===== config.mk =====
export PLATFORM = sky130hd
export DESIGN_NAME = nibble_xfer_exec
export DESIGN_NICKNAME = d
export VERILOG_FILES = /design/src/common/xfer_pkg.sv /design/src/hw/nibble_xfer_exec.sv
export SDC_FILE = /design/constraint.sdc
export NUM_CORES = 1
export LEC_CHECK = 0
export ABC_AREA = 1
export BUFFER_PORTS_ARGS = -buffer_cell sky130_fd_sc_hd__buf_2
export CORE_MARGIN = 5
export CORE_UTILIZATION = 35
export DETAILED_ROUTE_END_ITERATION = 12
export PLACE_DENSITY = 0.7
export SLEW_MARGIN = 10
export SYNTH_ARGS = -nofsm -noshare
export SYNTH_HDL_FRONTEND = slang
export SYNTH_SLANG_ARGS = --single-unit

===== constraint.sdc =====
create_clock -name sys_clk -period 2.9 [get_ports sys_clk]
set_input_delay 0.29 -clock sys_clk [delete_from_list [all_inputs] [get_ports sys_clk]]
set_output_delay 0.29 -clock sys_clk [all_outputs]
set_load 0.01 [all_outputs]

===== src/common/xfer_pkg.sv =====
// shared constants and the operation enumeration for the transfer executor
package xfer_pkg;
  localparam int ACC_W = 4;
  localparam int E_W   = 8;
  localparam int D_W   = 3;
  localparam int STACK_W = 3;
  localparam int Z_W   = 2;
  localparam int RAM_AW = 8;
  localparam logic [3:0] ACC_RST = 4'h0;
  localparam logic [3:0] B_RST   = 4'h0;
  localparam logic [3:0] X_RST   = 4'h0;
  localparam logic [3:0] Y_RST   = 4'h0;
  localparam logic [7:0] E_RST   = 8'h00;
  localparam logic [2:0] D_RST   = 3'h0;
  localparam logic [1:0] Z_RST   = 2'h0;
  localparam logic [3:0] Y_WRAP_DEC = 4'hf;
  localparam logic [3:0] Y_WRAP_INC = 4'h0;
  localparam logic [3:0] ONE4 = 4'h1;

  typedef enum logic [4:0] {
    op_nop,
    op_copy_b_to_acc,
    op_copy_acc_to_b,
    op_copy_y_to_acc,
    op_copy_acc_to_y,
    op_pack_e_from_b_acc,
    op_unpack_e_to_b_acc,
    op_load_d_from_acc,
    op_read_d_to_acc,
    op_read_z_to_acc,
    op_copy_x_to_acc,
    op_read_stack_ptr_to_acc,
    op_load_xy_immediate,
    op_load_z_immediate,
    op_increment_y_skip,
    op_decrement_y_skip,
    op_memory_load_xor_x,
    op_memory_exchange_xor_x,
    op_memory_exchange_dec_y,
    op_memory_exchange_inc_y,
    op_memory_store_xor_x
  } op_t;
endpackage : xfer_pkg


===== src/hw/nibble_xfer_exec.sv =====
// executor for register transfer, pointer and ram transfer operations
`timescale 1ns/1ps
// What this block does
// - copy b to acc, b kept
// - copy acc to b, acc kept
// - copy y to acc
// - copy acc to y
// - pack: e high nibble from b, low nibble from acc
// - unpack: b from e high nibble, acc from e low nibble
// - d takes acc bits two to zero
// - acc takes d in low three bits, bit three zero
// - acc takes z in low two bits, upper two bits zero
// - copy x to acc
// - acc takes stack pointer in low three bits, bit three zero
// - load x and y from immediates together
// - back to back xy loads: only the first executes
// - load z from the low two bits of its four bit immediate
// - increment y mod 16, skip next when result zero
// - decrement y mod 16, skip next when result fifteen
// - memory load puts ram nibble at pointer into acc
// - exchanges swap acc with ram nibble at pointer
// - memory store writes acc to ram at pointer
// - all memory operations then xor x with immediate
module nibble_xfer_exec #(
  parameter int ACC_W = xfer_pkg::ACC_W,
  parameter int RAM_AW = xfer_pkg::RAM_AW
) (
  // clock and reset
  input  wire logic               sys_clk,
  input  wire logic               rstn,
  // one decoded operation per cycle
  input  wire logic               op_valid,
  input  wire xfer_pkg::op_t      op,
  input  wire logic [3:0]         imm_a,
  input  wire logic [3:0]         imm_b,
  // state owned elsewhere in the core
  input  wire logic [2:0]         stack_pointer,
  input  wire logic               carry_in,
  input  wire logic [RAM_AW-1:0]  data_pointer,
  // data ram at the data pointer
  input  wire logic [3:0]         ram_rdata,
  output logic [RAM_AW-1:0]       ram_addr,
  output logic                    ram_we,
  output logic [3:0]              ram_wdata,
  // architectural state, widths fixed by the core
  output logic [3:0]              acc,
  output logic [3:0]              reg_b,
  output logic [3:0]              reg_x,
  output logic [3:0]              reg_y,
  output logic [7:0]              reg_e,
  output logic [2:0]              reg_d,
  output logic [1:0]              reg_z,
  output logic                    carry_flag,
  // sequencing
  output logic                    skip_pending,
  output logic                    op_executed
);

  // y step used by both plain and exchanging forms
  function automatic logic [3:0] y_step(input logic [3:0] y, input logic up);
    y_step = up ? 4'(y + xfer_pkg::ONE4) : 4'(y - xfer_pkg::ONE4);
  endfunction : y_step

  function automatic logic is_mem(input xfer_pkg::op_t o);
    is_mem = (o == xfer_pkg::op_memory_load_xor_x) ||
             (o == xfer_pkg::op_memory_exchange_xor_x) ||
             (o == xfer_pkg::op_memory_exchange_dec_y) ||
             (o == xfer_pkg::op_memory_exchange_inc_y) ||
             (o == xfer_pkg::op_memory_store_xor_x);
  endfunction : is_mem

  logic skip_next;
  logic prev_xy;
  logic live;
  logic xy_blocked;
  logic [3:0] y_inc;
  logic [3:0] y_dec;

  // an op is live unless the previous set skip or it is a repeated xy load
  assign xy_blocked  = prev_xy && (op == xfer_pkg::op_load_xy_immediate);
  assign live        = op_valid && !skip_next && !xy_blocked;
  assign op_executed = live;
  assign skip_pending = skip_next;
  assign y_inc = y_step(reg_y, 1'b1);
  assign y_dec = y_step(reg_y, 1'b0);

  // ram access is combinational so the read is seen in the same cycle
  assign ram_addr  = data_pointer;
  assign ram_wdata = acc;
  assign ram_we = live && is_mem(op) && (op != xfer_pkg::op_memory_load_xor_x);

  // strobe judged from the decoded op, not from live, so a broken gate shows
  exch_we_a: assert property (@(posedge sys_clk) disable iff (!rstn)
    op_valid && !skip_next && (op == xfer_pkg::op_memory_exchange_xor_x ||
    op == xfer_pkg::op_memory_exchange_dec_y || op == xfer_pkg::op_memory_exchange_inc_y)
    |-> ram_we && ram_wdata == acc)
    else $error("exchange did not write");
  load_no_we_a: assert property (@(posedge sys_clk) disable iff (!rstn)
    op_valid && op == xfer_pkg::op_memory_load_xor_x |-> !ram_we)
    else $error("memory load wrote ram");
  idle_no_we_a: assert property (@(posedge sys_clk) disable iff (!rstn)
    !op_valid |-> !ram_we)
    else $error("ram written with no op");

  // remembers whether the last fetched op was an xy load, even if skipped
  always_ff @(posedge sys_clk) begin
    if (!rstn) begin
      prev_xy <= 1'b0;
    end else if (op_valid) begin
      prev_xy <= (op == xfer_pkg::op_load_xy_immediate);
    end
  end

  // a gap with no fetched op keeps the repeat state alive
  xy_gap_a: assert property (@(posedge sys_clk) disable iff (!rstn)
    op_valid && op == xfer_pkg::op_load_xy_immediate ##1 !op_valid ##1
    op_valid && op == xfer_pkg::op_load_xy_immediate |=> $stable(reg_x) && $stable(reg_y))
    else $error("xy load after gap executed");
  xy_first_a: assert property (@(posedge sys_clk) disable iff (!rstn)
    op_valid && !skip_next && !prev_xy && op == xfer_pkg::op_load_xy_immediate
    |=> reg_x == $past(imm_a) && reg_y == $past(imm_b))
    else $error("xy load wrong");

  // skip flag for the next fetched op; a skipped op never raises a new skip
  always_ff @(posedge sys_clk) begin
    if (!rstn) begin
      skip_next <= 1'b0;
    end else if (op_valid) begin
      skip_next <= 1'b0;
      if (live) begin
        case (op)
          xfer_pkg::op_increment_y_skip,
          xfer_pkg::op_memory_exchange_inc_y: begin
            skip_next <= (y_inc == xfer_pkg::Y_WRAP_INC);
          end
          xfer_pkg::op_decrement_y_skip,
          xfer_pkg::op_memory_exchange_dec_y: begin
            skip_next <= (y_dec == xfer_pkg::Y_WRAP_DEC);
          end
          default: begin
            skip_next <= 1'b0;
          end
        endcase
      end
    end
  end

  // exchanging forms raise the skip from the stepped y too
  inc_xchg_skip_a: assert property (@(posedge sys_clk) disable iff (!rstn)
    live && op == xfer_pkg::op_memory_exchange_inc_y |=> skip_next == (reg_y == 4'h0))
    else $error("exchange increment skip wrong");
  dec_xchg_skip_a: assert property (@(posedge sys_clk) disable iff (!rstn)
    live && op == xfer_pkg::op_memory_exchange_dec_y |=> skip_next == (reg_y == 4'hf))
    else $error("exchange decrement skip wrong");
  skip_hold_a: assert property (@(posedge sys_clk) disable iff (!rstn)
    !op_valid && skip_next |=> skip_next)
    else $error("skip lost in a gap");

  // accumulator
  always_ff @(posedge sys_clk) begin
    if (!rstn) begin
      acc <= xfer_pkg::ACC_RST;
    end else if (live) begin
      case (op)
        xfer_pkg::op_copy_b_to_acc:         acc <= reg_b;
        xfer_pkg::op_copy_y_to_acc:         acc <= reg_y;
        xfer_pkg::op_unpack_e_to_b_acc:     acc <= reg_e[3:0];
        xfer_pkg::op_read_d_to_acc:         acc <= {1'b0, reg_d};
        xfer_pkg::op_read_z_to_acc:         acc <= {2'b00, reg_z};
        xfer_pkg::op_copy_x_to_acc:         acc <= reg_x;
        xfer_pkg::op_read_stack_ptr_to_acc: acc <= {1'b0, stack_pointer};
        xfer_pkg::op_memory_load_xor_x,
        xfer_pkg::op_memory_exchange_xor_x,
        xfer_pkg::op_memory_exchange_dec_y,
        xfer_pkg::op_memory_exchange_inc_y: acc <= ram_rdata;
        default:                            acc <= acc;
      endcase
    end
  end

  // accumulator sources, each checked against the value before the edge
  copy_y_acc_a: assert property (@(posedge sys_clk) disable iff (!rstn)
    live && op == xfer_pkg::op_copy_y_to_acc |=> acc == $past(reg_y))
    else $error("acc did not take y");
  copy_x_acc_a: assert property (@(posedge sys_clk) disable iff (!rstn)
    live && op == xfer_pkg::op_copy_x_to_acc |=> acc == $past(reg_x))
    else $error("acc did not take x");
  unpack_e_a: assert property (@(posedge sys_clk) disable iff (!rstn)
    live && op == xfer_pkg::op_unpack_e_to_b_acc
    |=> {reg_b, acc} == $past(reg_e))
    else $error("unpack wrong");
  read_d_a: assert property (@(posedge sys_clk) disable iff (!rstn)
    live && op == xfer_pkg::op_read_d_to_acc |=> acc == {1'h0, $past(reg_d)})
    else $error("d read wrong");
  read_z_a: assert property (@(posedge sys_clk) disable iff (!rstn)
    live && op == xfer_pkg::op_read_z_to_acc |=> acc == {2'h0, $past(reg_z)})
    else $error("z read wrong");
  xchg_acc_a: assert property (@(posedge sys_clk) disable iff (!rstn)
    live && (op == xfer_pkg::op_memory_exchange_xor_x ||
    op == xfer_pkg::op_memory_exchange_dec_y || op == xfer_pkg::op_memory_exchange_inc_y)
    |=> acc == $past(ram_rdata))
    else $error("exchange did not load acc");
  store_keep_a: assert property (@(posedge sys_clk) disable iff (!rstn)
    live && op == xfer_pkg::op_memory_store_xor_x |=> $stable(acc))
    else $error("store changed acc");

  // register b
  always_ff @(posedge sys_clk) begin
    if (!rstn) begin
      reg_b <= xfer_pkg::B_RST;
    end else if (live && op == xfer_pkg::op_copy_acc_to_b) begin
      reg_b <= acc;
    end else if (live && op == xfer_pkg::op_unpack_e_to_b_acc) begin
      reg_b <= reg_e[7:4];
    end
  end

  // register e, packed from b and acc
  always_ff @(posedge sys_clk) begin
    if (!rstn) begin
      reg_e <= xfer_pkg::E_RST;
    end else if (live && op == xfer_pkg::op_pack_e_from_b_acc) begin
      reg_e <= {reg_b, acc};
    end
  end

  // register d
  always_ff @(posedge sys_clk) begin
    if (!rstn) begin
      reg_d <= xfer_pkg::D_RST;
    end else if (live && op == xfer_pkg::op_load_d_from_acc) begin
      reg_d <= acc[2:0];
    end
  end

  // only the low three accumulator bits reach d
  load_d_a: assert property (@(posedge sys_clk) disable iff (!rstn)
    live && op == xfer_pkg::op_load_d_from_acc |=> {1'h0, reg_d} == ($past(acc) & 4'h7))
    else $error("d load wrong");

  // register z
  always_ff @(posedge sys_clk) begin
    if (!rstn) begin
      reg_z <= xfer_pkg::Z_RST;
    end else if (live && op == xfer_pkg::op_load_z_immediate) begin
      reg_z <= imm_a[1:0];
    end
  end

  // upper immediate bits are ignored by the z load
  load_z_a: assert property (@(posedge sys_clk) disable iff (!rstn)
    live && op == xfer_pkg::op_load_z_immediate |=> {2'h0, reg_z} == ($past(imm_a) & 4'h3))
    else $error("z load wrong");

  // register x: immediate load or xor after a memory access
  always_ff @(posedge sys_clk) begin
    if (!rstn) begin
      reg_x <= xfer_pkg::X_RST;
    end else if (live && op == xfer_pkg::op_load_xy_immediate) begin
      reg_x <= imm_a;
    end else if (live && is_mem(op)) begin
      reg_x <= reg_x ^ imm_a;
    end
  end

  // register y
  always_ff @(posedge sys_clk) begin
    if (!rstn) begin
      reg_y <= xfer_pkg::Y_RST;
    end else if (live) begin
      case (op)
        xfer_pkg::op_copy_acc_to_y:         reg_y <= acc;
        xfer_pkg::op_load_xy_immediate:     reg_y <= imm_b;
        xfer_pkg::op_increment_y_skip,
        xfer_pkg::op_memory_exchange_inc_y: reg_y <= y_inc;
        xfer_pkg::op_decrement_y_skip,
        xfer_pkg::op_memory_exchange_dec_y: reg_y <= y_dec;
        default:                            reg_y <= reg_y;
      endcase
    end
  end

  // y arithmetic wraps in four bits for plain and exchanging forms
  copy_acc_y_a: assert property (@(posedge sys_clk) disable iff (!rstn)
    live && op == xfer_pkg::op_copy_acc_to_y |=> reg_y == $past(acc))
    else $error("y did not take acc");
  inc_y_a: assert property (@(posedge sys_clk) disable iff (!rstn)
    live && (op == xfer_pkg::op_increment_y_skip || op == xfer_pkg::op_memory_exchange_inc_y)
    |=> reg_y == 4'($past(reg_y) + xfer_pkg::ONE4))
    else $error("y increment wrong");
  dec_y_a: assert property (@(posedge sys_clk) disable iff (!rstn)
    live && (op == xfer_pkg::op_decrement_y_skip || op == xfer_pkg::op_memory_exchange_dec_y)
    |=> reg_y == 4'($past(reg_y) - xfer_pkg::ONE4))
    else $error("y decrement wrong");

  // carry is owned by the arithmetic group; these ops only pass it through
  assign carry_flag = carry_in;

  // checks
  copy_b_acc_a: assert property (@(posedge sys_clk) disable iff (!rstn)
    live && op == xfer_pkg::op_copy_b_to_acc |=> acc == $past(reg_b) && reg_b == $past(reg_b))
    else $error("acc did not take b");
  copy_acc_b_a: assert property (@(posedge sys_clk) disable iff (!rstn)
    live && op == xfer_pkg::op_copy_acc_to_b |=> reg_b == $past(acc) && acc == $past(acc))
    else $error("b did not take acc");
  pack_e_a: assert property (@(posedge sys_clk) disable iff (!rstn)
    live && op == xfer_pkg::op_pack_e_from_b_acc |=> reg_e == {$past(reg_b), $past(acc)})
    else $error("pack wrong");
  pack_keep_a: assert property (@(posedge sys_clk) disable iff (!rstn)
    live && op == xfer_pkg::op_pack_e_from_b_acc |=> $stable(reg_b) && $stable(acc))
    else $error("pack changed b or acc");
  read_stack_a: assert property (@(posedge sys_clk) disable iff (!rstn)
    live && op == xfer_pkg::op_read_stack_ptr_to_acc |=> acc == {1'b0, $past(stack_pointer)})
    else $error("stack pointer read wrong");
  xy_repeat_a: assert property (@(posedge sys_clk) disable iff (!rstn)
    op_valid && op == xfer_pkg::op_load_xy_immediate ##1
    op_valid && op == xfer_pkg::op_load_xy_immediate |=> $stable(reg_x) && $stable(reg_y))
    else $error("repeated xy load executed");
  inc_skip_a: assert property (@(posedge sys_clk) disable iff (!rstn)
    live && op == xfer_pkg::op_increment_y_skip |=> skip_next == (reg_y == 4'h0))
    else $error("increment skip wrong");
  dec_skip_a: assert property (@(posedge sys_clk) disable iff (!rstn)
    live && op == xfer_pkg::op_decrement_y_skip |=> skip_next == (reg_y == 4'hf))
    else $error("decrement skip wrong");
  mem_xor_a: assert property (@(posedge sys_clk) disable iff (!rstn)
    live && is_mem(op) |=> reg_x == ($past(reg_x) ^ $past(imm_a)))
    else $error("x xor update wrong");
  store_we_a: assert property (@(posedge sys_clk) disable iff (!rstn)
    op_valid && !skip_next && op == xfer_pkg::op_memory_store_xor_x
    |-> ram_we && ram_wdata == acc && ram_addr == data_pointer)
    else $error("store did not write");
  skip_quiet_a: assert property (@(posedge sys_clk) disable iff (!rstn)
    op_valid && skip_next |=> $stable(acc) && $stable(reg_x) && $stable(reg_y) && !skip_next)
    else $error("skipped op had effect");
  skip_regs_a: assert property (@(posedge sys_clk) disable iff (!rstn)
    op_valid && skip_next
    |=> $stable(reg_b) && $stable(reg_e) && $stable(reg_d) && $stable(reg_z))
    else $error("skipped op touched b e d or z");
  other_quiet_a: assert property (@(posedge sys_clk) disable iff (!rstn)
    op_valid && op == xfer_pkg::op_nop
    |=> $stable(acc) && $stable(reg_x) && $stable(reg_y) && $stable(reg_b) && !skip_next)
    else $error("other op had effect here");
  load_acc_a: assert property (@(posedge sys_clk) disable iff (!rstn)
    live && op == xfer_pkg::op_memory_load_xor_x |=> acc == $past(ram_rdata))
    else $error("memory load wrong");

endmodule : nibble_xfer_exec


After elaboration in Yosys (flattened, before gate mapping)
Cells that the tools add are included.
{"block": "totals", "regBits": 31, "latchBits": 0, "ramBits": 0, "romBits": 0, "inputBits": 32, "elab_cells": 69, "n_memories": 0}
{"block": "classes", "add_sub_neg": 2, "mul": 0, "n_div": 0, "magnitude_cmp": 0, "eq_ne": 22, "shift": 0, "mux": 8, "bitwise": 1, "n_reduce_logical": 27}
{"cell": "5-bit by 4-bit == test with 1-bit output, second input constant", "n": 8}
{"cell": "4-bit case mux with 8 select lines", "n": 1}
{"cell": "5-bit == test, second input constant", "n": 5}
{"cell": "5-bit by 3-bit == test with 1-bit output, second input constant", "n": 4}
{"cell": "4-bit two-way mux", "n": 4}
{"cell": "4-bit case mux with 4 select lines", "n": 1}
{"cell": "1-bit logical AND", "n": 11}
{"cell": "5-bit by 2-bit == test with 1-bit output, second input constant", "n": 2}
{"cell": "8-bit nonzero test", "n": 1}
{"cell": "5-bit by 1-bit == test with 1-bit output, second input constant", "n": 1}
{"cell": "5-bit inequality test, second input constant", "n": 1}
{"cell": "4-bit by 1-bit adder with 4-bit output, second input constant", "n": 1}
{"cell": "4-bit == test, second input constant", "n": 1}
{"cell": "4-bit zero test", "n": 1}
{"cell": "1-bit logical OR", "n": 4}
{"cell": "2-bit AND reduction", "n": 2}
{"cell": "2-bit nonzero test", "n": 2}
{"cell": "4-bit nonzero test", "n": 1}
{"cell": "2-bit OR reduction", "n": 2}
{"cell": "4-bit OR reduction", "n": 1}
{"cell": "4-bit by 1-bit subtractor with 4-bit output, second input constant", "n": 1}
{"cell": "4-bit bitwise XOR", "n": 1}
{"cell": "1-bit zero test", "n": 2}
{"cell": "1-bit case mux with 2 select lines", "n": 1}
{"cell": "1-bit two-way mux", "n": 1}

Longest topological paths before layout
{"block": "depth", "word_depth": 8, "mapped_depth": 12, "mapped_depth_nobuf": 11}

Worst setup path before layout
Ideal clock, no wire load.
{"block": "synth_path", "kind": "register -> output", "start": "reg skip_next (netlist: skip_pending)", "end": "out ram_we", "arrival_time_ps": 1223, "slack_ps": 1387, "path_stages_with_launch": 5, "path_cell_list": "dfxtp_1 -> nor2_2 -> a21boi_4 -> nand2_2 -> a21oi_1"}
{"block": "synth_via", "elab_chain_cells": 5}
{"item": "start: declaration", "line": "nibble_xfer_exec.sv:72", "text": "logic skip_next;"}
{"item": "start signal: assignment", "line": "nibble_xfer_exec.sv:134", "text": "skip_next <= (y_inc == xfer_pkg::Y_WRAP_INC);"}
{"item": "start signal: assignment", "line": "nibble_xfer_exec.sv:138", "text": "skip_next <= (y_dec == xfer_pkg::Y_WRAP_DEC);"}
{"item": "1-bit zero test", "line": "nibble_xfer_exec.sv:81", "text": "assign live = op_valid && !skip_next && !xy_blocked;"}
{"item": "1-bit logical AND (2 in a row)", "line": "nibble_xfer_exec.sv:81"}
{"item": "1-bit logical AND (2 in a row)", "line": "nibble_xfer_exec.sv:90", "text": "assign ram_we = live && is_mem(op) && (op != xfer_pkg::op_memory_load_xor_x);"}
{"item": "end: declaration", "line": "nibble_xfer_exec.sv:43", "text": "output logic ram_we,"}
No other way between the ends.

Worst setup path after layout
Same ends and word-level chain as after synthesis.

==> results_dict.tcl <==
set metrics [dict create \
    syn_avg_cell_area_um2 6.30 \
    status "finished, final reports clean" \
    grt_max_degree 22 \
    fmax_mhz 463 \
    ys_warn_count 0 \
    finalNonFillerCells 473 \
    synth_area_um2 2220 \
    io_buffer_count 58 \
    synth.top_cell.area_share_pct 28.0 \
    synth-seq-cells 31 \
    seqPwrFrac_pct 47.0 \
    nFillCells 675 \
    fin_skew_ps 3.42 \
    drt_pass1_iterations 4 \
    dp_hpwl_um 4830 \
    synth.area.top_cells "dfxtp_1 (28%), nand2_1 (14%), nor2_1 (8.8%)" \
    syn_nets 387 \
    die_h_um 89.6 \
    tightest_slew_ps 496 \
    globalplace.congestion 0.928 \
    seq_area_frac_synth_pct 28.0 \
    die-width_um 89.6 \
    synthFlopType "dfxtp_1" \
    pwr-share-comb_pct 18.5 \
    start_util_pct 35.5 \
    core_area_um2 6240 \
    power_density_nw_per_um2 385 \
    multi_input_area_um2 1280 \
    rows 29 \
    cts.clk_slew.worst_paths_ps 70 \
    rr_startpoint "skip_pending" \
    n_antenna_cell 0 \
    post-route-period-util_pct 74.5 \
    drive_gt1_share_pct 21.7 \
    drtAntennaViolNets 0 \
    hold_class "primary input to flip-flop" \
    placed_cells 465 \
    cp-start-kind "flip-flop" \
    cts_sinks 31 \
    cts_setup_buffers 0 \
    grt_pass1_wl_um 10000 \
    setup_viol 0 \
    seq_area_um2 621 \
    clock_latency_ps 280 \
    max_cap_viol_count 0 \
    worstPathArrival_ps 1870 \
    final.min_clock_period_ps 2160 \
    min_path_cells 2 \
    pwr-share-clk_pct 34.5 \
    post_drt_wl_per_cell_um 13.3 \
    viasPerCell 4.96 \
    ys_async_sr_fraction_pct 0 \
    routed-via-count 2345 \
    grt.total_usage_pct 15.9 \
    rsz0062_at_grt "false" \
    cts_tree "yes" \
    maxSlewViolCount 0 \
    endpoint_kind "primary output" \
    cts_root_buf "clkbuf_8" \
    p_sw_share_pct 31.3 \
    cts_buffer_depth 2 \
    r2r_cells 6 \
    area_growth_pct 14.0 \
    peakVddDrop_uv 226 \
    cts-resized-gates 0 \
    cp_max_fo 17 \
    antenna_found_initial 0 \
    synth_cell_type_count 29 \
    hold_violations 0 \
    hp-start "op_valid" \
    io_pins 77 \
    netlist_instances 352 \
    p_int_mw 0.669 \
    startpoint "skip_pending" \
    synth-edff-count 0 \
    h-tree-depth 2 \
    cts_buffers 5 \
    criticalPathCategory "flip-flop to primary output" \
    tns_ps 0 \
    drt_iter0_markers 236 \
    dieArea_um2 8030 \
    grt-ovfl-total 0 \
    switchingPower_mw 0.305 \
    yosys.area.top_type "dfxtp_1" \
    nNetsFinal 430 \
    first_global_vias 2109 \
    required_ps 2610 \
    ctsHoldBuffers 0 \
    synth_most_common_cell "nand2_1" \
    routed_wl_um 6300 \
    slew_headroom_pct 66.9 \
    route.detailed.drc 0 \
    synth_common_cells "nand2_1 (85), nor2_1 (52), inv_1 (38), nand3_1 (38), dfxtp_1 (31)" \
    p_leak_nw 1.36 \
]
-- power by group through the flow --
stage / Sequential, mW / Clock [mW] / Combinational (mW)
after CTS: 0.457 / 0.343 / 0.180
final: 0.458 / 0.336 / 0.180
after floorplan: 0.466 / 0 / 0.135
after detailed placement: 0.467 / 0 / 0.179
after global placement: 0.467 / 0 / 0.176
after global routing: 0.459 / 0.363 / 0.204
-- registers in the layout, indices dropped and copies added, names as in the netlist --
| signal | count |
|---|---|
| reg_z | 2 |
| reg_y | 4 |
| reg_x | 4 |
| prev_xy | 1 |
| reg_b | 4 |
| reg_e | 8 |
| reg_d | 3 |
| skip_pending | 1 |
| acc | 4 |
-- path summary, 6_finish.rpt --
| check | end | slack, ps |
|---|---|---|
| min reg2reg | reg_e[2] | 470 |
| max | ram_we | 740 |
| max reg2reg | reg_x[1] | 1190 |
| min | prev_xy | 210 |
-- final cells by class --
class                           count  area share [%]
Clock inverter                      2           0.495
Tap cell                           77            3.81
Sequential cell                    31            24.6
Timing Repair Buffer               58            11.5
Inverter                           41            6.09
Clock buffer                        6            2.87
Multi-Input combinational cell    258            50.7
-- routing by layer --
metal	global-route usage [%]	up-vias	part of all wire [%]
li1	-	1207	-
met1	22.2	1047	46
met2	24.3	82	44
met3	3.38	9	8.8
met4	5.55	0	1.2
met5	0	-	0
-- worst max-delay path, stage by stage (launching register included) --
cell and delay, ps:
dfxtp_1 330, nor2_2 240, a21boi_4 510, nand2_2 170, a21oi_1 170, buf_2 150
-- placed cells by master (no fill, tap or decap) --
cell,n
nand2_1,85
buf_2,58
nor2_1,52
inv_1,38
nand3_1,38
dfxtp_1,31
a21oi_1,26
nand4_1,14
o21ai_0,7
nor2_2,6
xor2_1,6
o21ai_1,5
clkbuf_8,5
nand2_2,4
inv_2,3
ha_1,3
o21ai_2,2
nand3_4,1
nor2_8,1
a21boi_4,1
o2bb2ai_1,1
o211ai_1,1
nor3b_1,1
nand3_2,1
nand4_2,1
nand3b_4,1
nand2b_1,1
clkbuf_1,1
clkinvlp_4,1
clkinv_2,1
-- stage by stage --
step / cell area [um^2] / hold slack [ps] / power (mW) / utilization [%] / worst slack [ps]
3_5_place_dp: 2440 / 457 / 0.646 / 39.1 / 945
3_3_place_gp: 2440 / 457 / 0.643 / 39.1 / 984
6_report: 2530 / 215 / 0.973 / 40.5 / 740
4_1_cts: 2530 / 209 / 0.980 / 40.5 / 729
5_1_grt: 2530 / 238 / 1.03 / 40.5 / 586
2_1_floorplan: 2220 / 385 / 0.601 / - / 1390
-- kinds of logic after synthesis --
logic type                 Yosys count  share of synthesized area [%]
AOI/OAI and AO/OA                   43                           10.9
xor gates and xnor gates             6                           2.37
adders and majority gates            3                           1.69
buffers and inverters               63                           14.2
DFF                                 31                           28.0
and+or+nand+nor                    206                           42.8
Note: power is estimated with default switching activity, not from simulation.
